[src/core/cib_pkg.sv]
package cib_pkg;

  // ----------------------------------------------------------------------
  // register offsets on the 8-bit parallel port
  // ----------------------------------------------------------------------
  localparam logic [7:0] CIB_OFS_PTR = 8'h7e;
  localparam logic [7:0] CIB_OFS_CODE = 8'h7f;
  localparam logic [7:0] CIB_OFS_TX_EN_CH1_8 = 8'h80;
  localparam logic [7:0] CIB_OFS_TX_EN_CH9_16 = 8'h81;
  localparam logic [7:0] CIB_OFS_TX_EN_CH17_24 = 8'h82;
  localparam logic [7:0] CIB_OFS_TX_EN_CH25_32 = 8'h83;
  localparam logic [7:0] CIB_OFS_RX_EN_CH1_8 = 8'h84;
  localparam logic [7:0] CIB_OFS_RX_EN_CH9_16 = 8'h85;
  localparam logic [7:0] CIB_OFS_RX_EN_CH17_24 = 8'h86;
  localparam logic [7:0] CIB_OFS_RX_EN_CH25_32 = 8'h87;
  localparam logic [7:0] CIB_OFS_RX_BLK_CH1_8 = 8'h88;
  localparam logic [7:0] CIB_OFS_RX_BLK_CH9_16 = 8'h89;
  localparam logic [7:0] CIB_OFS_RX_BLK_CH17_24 = 8'h8a;
  localparam logic [7:0] CIB_OFS_RX_BLK_CH25_32 = 8'h8b;
  localparam logic [7:0] CIB_OFS_TX_BLK_CH1_8 = 8'h8c;
  localparam logic [7:0] CIB_OFS_TX_BLK_CH9_16 = 8'h8d;
  localparam logic [7:0] CIB_OFS_TX_BLK_CH17_24 = 8'h8e;
  localparam logic [7:0] CIB_OFS_TX_BLK_CH25_32 = 8'h8f;

  // ----------------------------------------------------------------------
  // bank groups inside 0x80..0x8f, four bytes each
  // ----------------------------------------------------------------------
  localparam logic [1:0] CIB_GRP_TX_EN = 2'h0;
  localparam logic [1:0] CIB_GRP_RX_EN = 2'h1;
  localparam logic [1:0] CIB_GRP_RX_BLK = 2'h2;
  localparam logic [1:0] CIB_GRP_TX_BLK = 2'h3;

  // ----------------------------------------------------------------------
  // pointer fields and reset values
  // ----------------------------------------------------------------------
  localparam int CIB_PTR_ALL_RX_BIT = 7;
  localparam int CIB_PTR_ALL_TX_BIT = 6;
  localparam int CIB_IDX_W = 6;
  localparam logic CIB_DIR_TX = 1'h0;
  localparam logic CIB_DIR_RX = 1'h1;
  localparam logic [7:0] CIB_BYTE_RST = 8'h00;
  localparam logic [31:0] CIB_BANK_RST = 32'h0000_0000;

  // ----------------------------------------------------------------------
  // framing
  // ----------------------------------------------------------------------
  localparam logic [7:0] CIB_T1_POS_LAST = 8'hc0;
  localparam logic [7:0] CIB_E1_POS_LAST = 8'hff;
  localparam logic [7:0] CIB_T1_FBIT_POS = 8'h00;
  localparam logic [4:0] CIB_T1_CHAN_LIMIT = 5'h18;
  localparam logic [2:0] CIB_CODE_MSB = 3'h7;

endpackage

[src/core/cib_top.sv]
// Notes on behaviour
// 0x82 holds transmit insert enables, channel 17 at bit 0 to 24.
// 0x83 holds transmit insert enables, channel 25 at bit 0 to 32.
// transmit enable set: channel byte replaced by idle code, else passes.
// receive enable set: channel byte replaced by idle code, else passes.
// 0x84 holds receive insert enables, channel 1 at bit 0.
// 0x85 holds receive insert enables, channel 9 at bit 0.
// 0x86 holds receive insert enables, channel 17 at bit 0.
// 0x87 holds receive insert enables, channel 25 at bit 0.
// t1 framing serves 24 channels, e1 framing serves 32.
// receive block bank drives receive output, transmit bank transmit one.
// block bit set: output high for the whole channel time.
// block bit clear: output low for the whole channel time.
// in t1 framing, block bits for channels 25 to 32 are ignored.
// 0x88 holds receive block bits, channel 1 at bit 0 to 8.
// 0x89 holds receive block bits, channel 9 at bit 0.
// 0x8a holds receive block bits, channel 17 at bit 0.
// 0x8b holds receive block bits, channel 25 at bit 0.
// outside controller may gate its clock with the block outputs.
// idle code is one byte, sent most significant bit first.
// array of 64: 0-31 transmit channels, 32-63 receive channels.
// registers reset to zero, read back, act from next channel start.
// block outputs change only on their own channel boundaries.
`timescale 1ns/100ps
`default_nettype none
module cib_top
  import cib_pkg::*;
(
  // clock and reset
  input wire logic clk,
  input wire logic rst_n,
  // parallel port
  input wire logic reg_cs,
  input wire logic reg_wr,
  input wire logic reg_rd,
  input wire logic [7:0] reg_addr,
  input wire logic [7:0] reg_wdata,
  output logic [7:0] reg_rdata,
  // framing mode
  input wire logic e1_mode,
  // transmit stream
  input wire logic tx_bit_en,
  input wire logic tx_frame_start,
  input wire logic tx_data_in,
  output logic tx_data_out,
  output logic tx_channel_block_out,
  // receive stream
  input wire logic rx_bit_en,
  input wire logic rx_frame_start,
  input wire logic rx_data_in,
  output logic rx_data_out,
  output logic rx_channel_block_out
);

  // ----------------------------------------------------------------------
  // helpers
  // ----------------------------------------------------------------------
  function automatic logic [7:0] get_byte(logic [31:0] v, logic [1:0] b);
    get_byte = v[8*b +: 8];
  endfunction

  function automatic logic [31:0] put_byte(logic [31:0] v, logic [1:0] b,
                                           logic [7:0] d);
    logic [31:0] r;
    r = v;
    r[8*b +: 8] = d;
    put_byte = r;
  endfunction

  // ----------------------------------------------------------------------
  // register bank
  // ----------------------------------------------------------------------
  logic [7:0] ptr_q;
  logic [7:0] ptr_d;
  logic [31:0] tx_en_q;
  logic [31:0] tx_en_d;
  logic [31:0] rx_en_q;
  logic [31:0] rx_en_d;
  logic [31:0] tx_blk_q;
  logic [31:0] tx_blk_d;
  logic [31:0] rx_blk_q;
  logic [31:0] rx_blk_d;
  logic [7:0] rdata_q;
  logic [7:0] rdata_d;
  logic wr_hit;
  logic rd_hit;
  logic in_bank;
  logic [7:0] bank_off;
  logic [1:0] grp;
  logic [1:0] byt;
  logic code_wr;
  logic [7:0] cpu_code;

  always_comb
  begin
    wr_hit = reg_cs && reg_wr;
    rd_hit = reg_cs && reg_rd;
    in_bank = (reg_addr >= CIB_OFS_TX_EN_CH1_8) &&
              (reg_addr <= CIB_OFS_TX_BLK_CH25_32);
    bank_off = reg_addr - CIB_OFS_TX_EN_CH1_8;
    grp = bank_off[3:2];
    byt = bank_off[1:0];
    code_wr = wr_hit && (reg_addr == CIB_OFS_CODE);
    ptr_d = ptr_q;
    tx_en_d = tx_en_q;
    rx_en_d = rx_en_q;
    tx_blk_d = tx_blk_q;
    rx_blk_d = rx_blk_q;
    rdata_d = rdata_q;
    if (wr_hit && (reg_addr == CIB_OFS_PTR))
      ptr_d = reg_wdata;
    // successive code writes walk through the array
    if (code_wr)
      ptr_d[CIB_IDX_W-1:0] = ptr_q[CIB_IDX_W-1:0] + 6'h01;
    if (wr_hit && in_bank)
    begin
      unique case (grp)
        CIB_GRP_TX_EN: tx_en_d = put_byte(tx_en_q, byt, reg_wdata);
        CIB_GRP_RX_EN: rx_en_d = put_byte(rx_en_q, byt, reg_wdata);
        CIB_GRP_RX_BLK: rx_blk_d = put_byte(rx_blk_q, byt, reg_wdata);
        CIB_GRP_TX_BLK: tx_blk_d = put_byte(tx_blk_q, byt, reg_wdata);
      endcase
    end
    if (rd_hit)
    begin
      rdata_d = CIB_BYTE_RST;
      if (reg_addr == CIB_OFS_PTR)
        rdata_d = ptr_q;
      else if (reg_addr == CIB_OFS_CODE)
        rdata_d = cpu_code;
      else if (in_bank)
      begin
        unique case (grp)
          CIB_GRP_TX_EN: rdata_d = get_byte(tx_en_q, byt);
          CIB_GRP_RX_EN: rdata_d = get_byte(rx_en_q, byt);
          CIB_GRP_RX_BLK: rdata_d = get_byte(rx_blk_q, byt);
          CIB_GRP_TX_BLK: rdata_d = get_byte(tx_blk_q, byt);
        endcase
      end
    end
  end

  always_ff @(posedge clk)
  begin
    if (!rst_n)
    begin
      ptr_q <= CIB_BYTE_RST;
      tx_en_q <= CIB_BANK_RST;
      rx_en_q <= CIB_BANK_RST;
      tx_blk_q <= CIB_BANK_RST;
      rx_blk_q <= CIB_BANK_RST;
      rdata_q <= CIB_BYTE_RST;
    end
    else
    begin
      ptr_q <= ptr_d;
      tx_en_q <= tx_en_d;
      rx_en_q <= rx_en_d;
      tx_blk_q <= tx_blk_d;
      rx_blk_q <= rx_blk_d;
      rdata_q <= rdata_d;
    end
  end

  assign reg_rdata = rdata_q;

  // ----------------------------------------------------------------------
  // timeslot timers and idle code array
  // ----------------------------------------------------------------------
  logic [4:0] chan [2];
  logic [2:0] bitn [2];
  logic in_chan [2];
  logic [7:0] code_rd [2];
  logic bit_en [2];
  logic data_in [2];

  assign bit_en[CIB_DIR_TX] = tx_bit_en;
  assign bit_en[CIB_DIR_RX] = rx_bit_en;
  assign data_in[CIB_DIR_TX] = tx_data_in;
  assign data_in[CIB_DIR_RX] = rx_data_in;

  cib_slot_timer u_tx_timer (
    .clk(clk),
    .rst_n(rst_n),
    .bit_en(tx_bit_en),
    .frame_start(tx_frame_start),
    .e1_mode(e1_mode),
    .chan(chan[CIB_DIR_TX]),
    .bitn(bitn[CIB_DIR_TX]),
    .in_chan(in_chan[CIB_DIR_TX])
  );

  cib_slot_timer u_rx_timer (
    .clk(clk),
    .rst_n(rst_n),
    .bit_en(rx_bit_en),
    .frame_start(rx_frame_start),
    .e1_mode(e1_mode),
    .chan(chan[CIB_DIR_RX]),
    .bitn(bitn[CIB_DIR_RX]),
    .in_chan(in_chan[CIB_DIR_RX])
  );

  cib_idle_array #(
    .DEPTH(64),
    .WIDTH(8)
  ) u_array (
    .clk(clk),
    .rst_n(rst_n),
    .wr_en(code_wr),
    .wr_idx(ptr_q[CIB_IDX_W-1:0]),
    .wr_all_tx(ptr_q[CIB_PTR_ALL_TX_BIT]),
    .wr_all_rx(ptr_q[CIB_PTR_ALL_RX_BIT]),
    .wr_data(reg_wdata),
    .rd_idx_tx({CIB_DIR_TX, chan[CIB_DIR_TX]}),
    .rd_idx_rx({CIB_DIR_RX, chan[CIB_DIR_RX]}),
    .rd_idx_cpu(ptr_q[CIB_IDX_W-1:0]),
    .rd_data_tx(code_rd[CIB_DIR_TX]),
    .rd_data_rx(code_rd[CIB_DIR_RX]),
    .rd_data_cpu(cpu_code)
  );

  // ----------------------------------------------------------------------
  // per-direction insertion and blocking
  // ----------------------------------------------------------------------
  // settings are sampled at a channel's first bit and held for its
  // remaining seven, so a mid-slot write never splits a byte or a pulse
  logic slot_ins_q [2];
  logic slot_ins_d [2];
  logic slot_blk_q [2];
  logic slot_blk_d [2];
  logic [7:0] slot_code_q [2];
  logic [7:0] slot_code_d [2];
  logic dout_q [2];
  logic dout_d [2];
  logic blk_q [2];
  logic blk_d [2];

  always_comb
  begin
    for (int d = 0; d < 2; d++)
    begin
      logic first;
      logic chan_ok;
      logic ins_now;
      logic blk_now;
      logic [7:0] code_now;
      logic [31:0] en_vec;
      logic [31:0] blk_vec;
      en_vec = (d == 1) ? rx_en_q : tx_en_q;
      blk_vec = (d == 1) ? rx_blk_q : tx_blk_q;
      chan_ok = e1_mode || (chan[d] < CIB_T1_CHAN_LIMIT);
      first = in_chan[d] && (bitn[d] == 3'h0);
      ins_now = first ? (en_vec[chan[d]] && chan_ok) : slot_ins_q[d];
      blk_now = first ? (blk_vec[chan[d]] && chan_ok) : slot_blk_q[d];
      code_now = first ? code_rd[d] : slot_code_q[d];
      slot_ins_d[d] = slot_ins_q[d];
      slot_blk_d[d] = slot_blk_q[d];
      slot_code_d[d] = slot_code_q[d];
      dout_d[d] = dout_q[d];
      blk_d[d] = blk_q[d];
      if (bit_en[d])
      begin
        if (first)
        begin
          slot_ins_d[d] = ins_now;
          slot_blk_d[d] = blk_now;
          slot_code_d[d] = code_now;
        end

        dout_d[d] = (in_chan[d] && ins_now) ?
                    code_now[CIB_CODE_MSB - bitn[d]] : data_in[d];

        blk_d[d] = in_chan[d] && blk_now;
      end
    end
  end

  always_ff @(posedge clk)
  begin
    for (int d = 0; d < 2; d++)
    begin
      if (!rst_n)
      begin
        slot_ins_q[d] <= 1'b0;
        slot_blk_q[d] <= 1'b0;
        slot_code_q[d] <= CIB_BYTE_RST;
        dout_q[d] <= 1'b0;
        blk_q[d] <= 1'b0;
      end
      else
      begin
        slot_ins_q[d] <= slot_ins_d[d];
        slot_blk_q[d] <= slot_blk_d[d];
        slot_code_q[d] <= slot_code_d[d];
        dout_q[d] <= dout_d[d];
        blk_q[d] <= blk_d[d];
      end
    end
  end

  assign tx_data_out = dout_q[CIB_DIR_TX];
  assign rx_data_out = dout_q[CIB_DIR_RX];
  assign tx_channel_block_out = blk_q[CIB_DIR_TX];
  assign rx_channel_block_out = blk_q[CIB_DIR_RX];

endmodule
`default_nettype wire

[src/core/cib_slot_timer.sv]
`timescale 1ns/100ps
`default_nettype none
module cib_slot_timer
  import cib_pkg::*;
(
  // clock and reset
  input wire logic clk,
  input wire logic rst_n,
  // framing timing
  input wire logic bit_en,
  input wire logic frame_start,
  input wire logic e1_mode,
  // position of the bit in this cycle
  output logic [4:0] chan,
  output logic [2:0] bitn,
  output logic in_chan
);

  // ----------------------------------------------------------------------
  // bit position within the frame
  // ----------------------------------------------------------------------
  logic [7:0] pos_q;
  logic [7:0] pos_d;
  logic [7:0] cur;
  logic [7:0] off;
  logic [7:0] last;

  always_comb
  begin
    last = e1_mode ? CIB_E1_POS_LAST : CIB_T1_POS_LAST;
    if (frame_start)
      cur = CIB_T1_FBIT_POS;
    else if (pos_q == last)
      cur = CIB_T1_FBIT_POS;
    else
      cur = pos_q + 8'h01;
    pos_d = bit_en ? cur : pos_q;
    // t1 carries the framing bit ahead of channel 1
    off = e1_mode ? cur : cur - 8'h01;
    in_chan = e1_mode || (cur != CIB_T1_FBIT_POS);
    chan = off[7:3];
    bitn = off[2:0];
  end

  always_ff @(posedge clk)
  begin
    if (!rst_n)
      pos_q <= CIB_T1_FBIT_POS;
    else
      pos_q <= pos_d;
  end

endmodule
`default_nettype wire

[src/core/cib_idle_array.sv]
`timescale 1ns/100ps
`default_nettype none
module cib_idle_array
  import cib_pkg::*;
#(
  parameter int DEPTH = 64,
  parameter int WIDTH = 8
)
(
  // clock and reset
  input wire logic clk,
  input wire logic rst_n,
  // write port
  input wire logic wr_en,
  input wire logic [CIB_IDX_W-1:0] wr_idx,
  input wire logic wr_all_tx,
  input wire logic wr_all_rx,
  input wire logic [WIDTH-1:0] wr_data,
  // read ports
  input wire logic [CIB_IDX_W-1:0] rd_idx_tx,
  input wire logic [CIB_IDX_W-1:0] rd_idx_rx,
  input wire logic [CIB_IDX_W-1:0] rd_idx_cpu,
  output logic [WIDTH-1:0] rd_data_tx,
  output logic [WIDTH-1:0] rd_data_rx,
  output logic [WIDTH-1:0] rd_data_cpu
);

  // ----------------------------------------------------------------------
  // elaboration check
  // ----------------------------------------------------------------------
  if (DEPTH != 64 || WIDTH != 8)
  begin : g_bad
    $error("idle array must be 64 entries of 8 bits");
  end

  // ----------------------------------------------------------------------
  // storage: lower half transmit, upper half receive
  // ----------------------------------------------------------------------
  logic [WIDTH-1:0] mem_q [DEPTH];
  logic [WIDTH-1:0] mem_d [DEPTH];

  always_comb
  begin
    for (int i = 0; i < DEPTH; i++)
    begin
      logic [CIB_IDX_W-1:0] ii;
      ii = CIB_IDX_W'(i);
      mem_d[i] = mem_q[i];
      if (wr_en && ((ii == wr_idx) || (wr_all_tx && !ii[CIB_IDX_W-1]) ||
          (wr_all_rx && ii[CIB_IDX_W-1])))
        mem_d[i] = wr_data;
    end
  end

  always_ff @(posedge clk)
  begin
    for (int i = 0; i < DEPTH; i++)
    begin
      if (!rst_n)
        mem_q[i] <= CIB_BYTE_RST;
      else
        mem_q[i] <= mem_d[i];
    end
  end

  assign rd_data_tx = mem_q[rd_idx_tx];
  assign rd_data_rx = mem_q[rd_idx_rx];
  assign rd_data_cpu = mem_q[rd_idx_cpu];

endmodule
`default_nettype wire

[config.mk]
export PLATFORM = sky130hd
export DESIGN_NAME = cib_top
export DESIGN_NICKNAME = d
export VERILOG_FILES = /design/src/core/cib_pkg.sv /design/src/core/cib_top.sv /design/src/core/cib_slot_timer.sv /design/src/core/cib_idle_array.sv
export SDC_FILE = /design/constraint.sdc
export NUM_CORES = 2
export LEC_CHECK = 0
export BUFFER_PORTS_ARGS = -buffer_cell sky130_fd_sc_hd__buf_2
export CORE_MARGIN = 2
export CORE_UTILIZATION = 45
export CTS_CLUSTER_SIZE = 40
export DETAILED_ROUTE_END_ITERATION = 6
export HOLD_SLACK_MARGIN = 0.15
export PLACE_DENSITY = 0.61
export SETUP_SLACK_MARGIN = 0.4
export SYNTH_ARGS = -nofsm -noshare
export SYNTH_HDL_FRONTEND = slang
export SYNTH_SLANG_ARGS = --single-unit
[constraint.sdc]
create_clock -name clk -period 5.1 [get_ports clk]
set_clock_uncertainty 0.1 [all_clocks]
set_input_delay 0 -clock clk [delete_from_list [all_inputs] [get_ports clk]]
set_output_delay 0 -clock clk [all_outputs]
set_load 0.05 [all_outputs]
==> results.cfg <==
[run_status]
status = finished with violations
violations = design-rule violations

[critical_path]
worstPathRequired_ns = 5.38
timing.rr.start = u_rx_timer.pos_q[0]$_SDFFE_PN0P_
reg2reg_depth = 12
path_class = reg2reg
r2r_slack_ns = 0.57
end_kind = flop
crit_path_max_fanout = 24
start_kind = flop
arrival_ns = 4.81
worstReg2RegEnd = dout_q[1]$_DFFE_PP_

[synthesis]
synth-seq-cells = 702
synth_area_sq_um = 38900
ys_seq_area_share_pct = 49.3
async_flop_share_pct = 0
synthesis.nets = 3226
yosys.area.top_type = edfxtp_1
postSynthCellCount = 3183
synth_top_area_share_pct = 39.8
synth_edf_count = 516
netlist_top_cells_area = edfxtp_1 (40%), mux4_2 (18%), dfxtp_1 (9.6%)
synth_ff_type = edfxtp_1
yosysWarnings = 0
synth_cell_types = 81
syn_area_per_cell_sq_um = 12.2

[final_layout]
fin_nets = 3227
fillers = 7393
area_growth_pct = 11.6
drive_gt1_share_pct = 20.9

[timing]
setup_violations = 0
setup_ws_ns = 0.570
slew_headroom_pct = 8.32
setup_tns_ns = 0
drv_slew = 0
period_needed_ns = 4.53
rsz0062_at_grt = false
worst_slew_pin_slew_ns = 1.36
max_freq_mhz = 221
period_share_pct = 88.8
hold_viol = 0

[cts]
clock_sinks = 702
cts_tree = built
ctsLongestPathBuffers = 3
worstSkewPairLatency_ns = 0.64
cts-root-buf = clkbuf_16
path_clk_slew_ns = 0.06
cts_made_buffers = 78
htreeDepth = 3

[global_route]
grt_first_pass_wirelength_um = 181000
track_usage_pct = 27.1
grt_pass1_vias = 27568
overflow = 0
antenna_found_initial = 3
grt_start_max_net_pins = 79

[hold_path]
min_path_type = in2reg
hold_end = u_array.mem_q[32][5]$_SDFFCE_PN0P_
hold_start = reg_wdata[5]
worstHoldPathCells = 3

[drt]
wirelength_um = 122000
ant_nets = 0
via_per_inst = 6.40
wl_per_cell_um = 27.8
first_pass_iters = 7
vias = 28093
drtIter0Drc = 3378
route.detailed.drc = 2

[pwr]
intPower_w = 0.0100
power_density_nw_per_um2 = 305
p_sw_w = 0.00327
p_leak_nw = 14.8
p_comb_share_pct = 9.5
seqPwrFrac_pct = 48.0
power.share.clock_pct = 42.4
peakVddDrop_uv = 259
p_sw_share_pct = 24.7

[placed_design]
io_buffer_count = 39
gp_congestion = 0.951
hpwlAfterDp_um = 84300
pre_cts_ws_ns = 0.233

[floorplanning]
num_rows = 107
initial_core_util_pct = 45.6
die_y_um = 298
io_pins = 40
die-width_um = 298
die_area_sq_um = 88900
core_area_sq_um = 85400

[run]
cap_violations = 0
cells in the mapped netlist, drive strengths merged, types with 4 or more instances:
master  instances
a311oi         15
a221oi         32
buf            79
mux2i          69
xnor2          13
a22oi          35
or3             4
dfxtp         186
a22o            7
mux2           39
a21o            4
inv            18
or4             4
clkbuf        198
nor3           75
a32oi          12
nor2b          27
xor2           10
ha             15
o31ai           4
o21ai         113
mux4          329
and3           19
o22ai           4
edfxtp        516
a21oi         225
and2          467
nand3b          6
nand4           5
nand2         107
nor2          371
a211oi         31
o41ai           4
a31oi          18
nor4            7
a211o          12
nor3b           7
nand3          35
nand2b         19
power groups by stage:
stage          Combinational [W]  Clock (W)  Sequential (W)
2_1_floorplan           0.000787          0         0.00645
3_3_place_gp             0.00118          0         0.00648
3_5_place_dp             0.00120          0         0.00649
4_1_cts                  0.00122    0.00570         0.00637
5_1_grt                  0.00133    0.00591         0.00639
6_report                 0.00126    0.00563         0.00638
metal layers:
| layer | up-vias | part of all wire (%) | track usage [%] |
|---|---|---|---|
| met1 | 14221 | 39 | 36.0 |
| met3 | 273 | 8.8 | 4.69 |
| met4 | 2 | 4.7 | 12.5 |
| met5 | - | 0.0065 | 0 |
| met2 | 1500 | 47 | 43.6 |
| li1 | 12097 | - | - |
flip-flops by register name (all words and copies together) (netlist names), 8 cells and up, named ones only:
register          cells
tx_en_q              32
u_array.mem_q       512
ptr_q                 8
rx_blk_q             32
u_rx_timer.pos_q      8
u_tx_timer.pos_q      8
reg_rdata             8
slot_code_q          16
rx_en_q              32
tx_blk_q             32
cell families after synthesis:
| logic type | share of synthesized area, % |
|---|---|
| AND/OR/NAND/NOR | 15.4 |
| multiplexers | 22.0 |
| XOR/XNOR | 0.681 |
| AO/OA/AOI/OAI | 8.74 |
| buffers and inverters | 3.31 |
| flip-flops | 49.3 |
| adder cells (fa/ha/maj) | 0.482 |
critical path: stages (launching register included):
cell and delay [ns]:
dfxtp_1 0.41, or4_1 0.60, or4_1 0.61, a31oi_4 0.40, nand2_1 0.16, a32oi_4 0.58
buf_12 0.27, mux4_2 0.30, nor2b_1 0.14, a211oi_1 0.23, a21oi_1 0.16, o221ai_1 0.22
mux2i_1 0.09
cell type report:
type	instances	area [sq um]	share of cell area [%]
multi-input cells	2183	18600	42.7
flip-flops and latches	702	19200	44.2
repair buffers	198	1640	3.77
inverters	21	81.3	0.187
diodes	2	5.00	0.0115
clock inverters	42	377	0.867
clock buffers	100	2140	4.92
well taps	1144	1430	3.29
cell usage in the layout (no fill, tap or decap), types with 6 or more instances in the layout:
master / n
a32oi_1: 11
nor2b_1: 26
buf_12: 13
nor3_1: 75
a211oi_1: 31
clkinv_2: 9
mux2i_1: 65
buf_2: 40
and3_1: 19
mux2_2: 39
clkbuf_16: 82
inv_1: 17
dlygate4sd3_1: 28
xnor2_1: 10
ha_1: 15
nand2b_1: 19
clkbuf_1: 15
a22o_1: 7
mux4_1: 12
a211o_1: 11
o21ai_0: 110
a21oi_1: 222
xor2_1: 8
and2_1: 466
nand3_1: 34
clkinv_1: 13
nand2_1: 106
clkinvlp_4: 7
nor3b_1: 7
a311oi_1: 15
dfxtp_1: 183
a31oi_1: 16
nand3b_1: 6
nor2_1: 370
edfxtp_1: 516
mux4_2: 317
a22oi_1: 35
a221oi_1: 32
buf_4: 116
worst max-delay path by stage:
| stage | start | to | slack (ns) |
|---|---|---|---|
| after floorplan | u_rx_timer.pos_q[0]$_SDFFE_PN0P_ | dout_q[1]$_DFFE_PP_ | 0.97 |
| after global placement | u_tx_timer.pos_q[0]$_SDFFE_PN0P_ | slot_code_q[0][0]$_SDFFE_PN0P_ | 0.36 |
| after detailed placement | u_tx_timer.pos_q[0]$_SDFFE_PN0P_ | slot_code_q[0][0]$_SDFFE_PN0P_ | 0.23 |
| after CTS | u_tx_timer.pos_q[0]$_SDFFE_PN0P_ | blk_q[0]$_DFF_P_ | 0.42 |
| after global routing | u_rx_timer.pos_q[0]$_SDFFE_PN0P_ | slot_code_q[1][6]$_SDFFE_PN0P_ | 0.39 |
| final | u_rx_timer.pos_q[0]$_SDFFE_PN0P_ | dout_q[1]$_DFFE_PP_ | 0.57 |
stage by stage:
stage	hold WS (ns)	power (W)	cell area, sq um	std cells	utilization [%]
global placement	0.300	0.00767	40400	4201	47.3
detailed placement	0.298	0.00769	40400	4201	47.3
floorplan	0.112	0.00723	38900	3183	-
finish	0.190	0.0133	43500	4392	50.9
CTS	0.154	0.0133	43200	4373	50.6
global route	0.206	0.0136	43400	4390	50.9
repair_timing:
item,in CTS,in global routing
pin swaps,1,1
setup endpoints to repair,11,22
gates resized for setup,1,13
gates cloned,0,1
hold endpoints to repair,242,0
setup buffers,2,15
hold buffers,28,0
No activity file was read; power rests on OpenSTA's default activity.
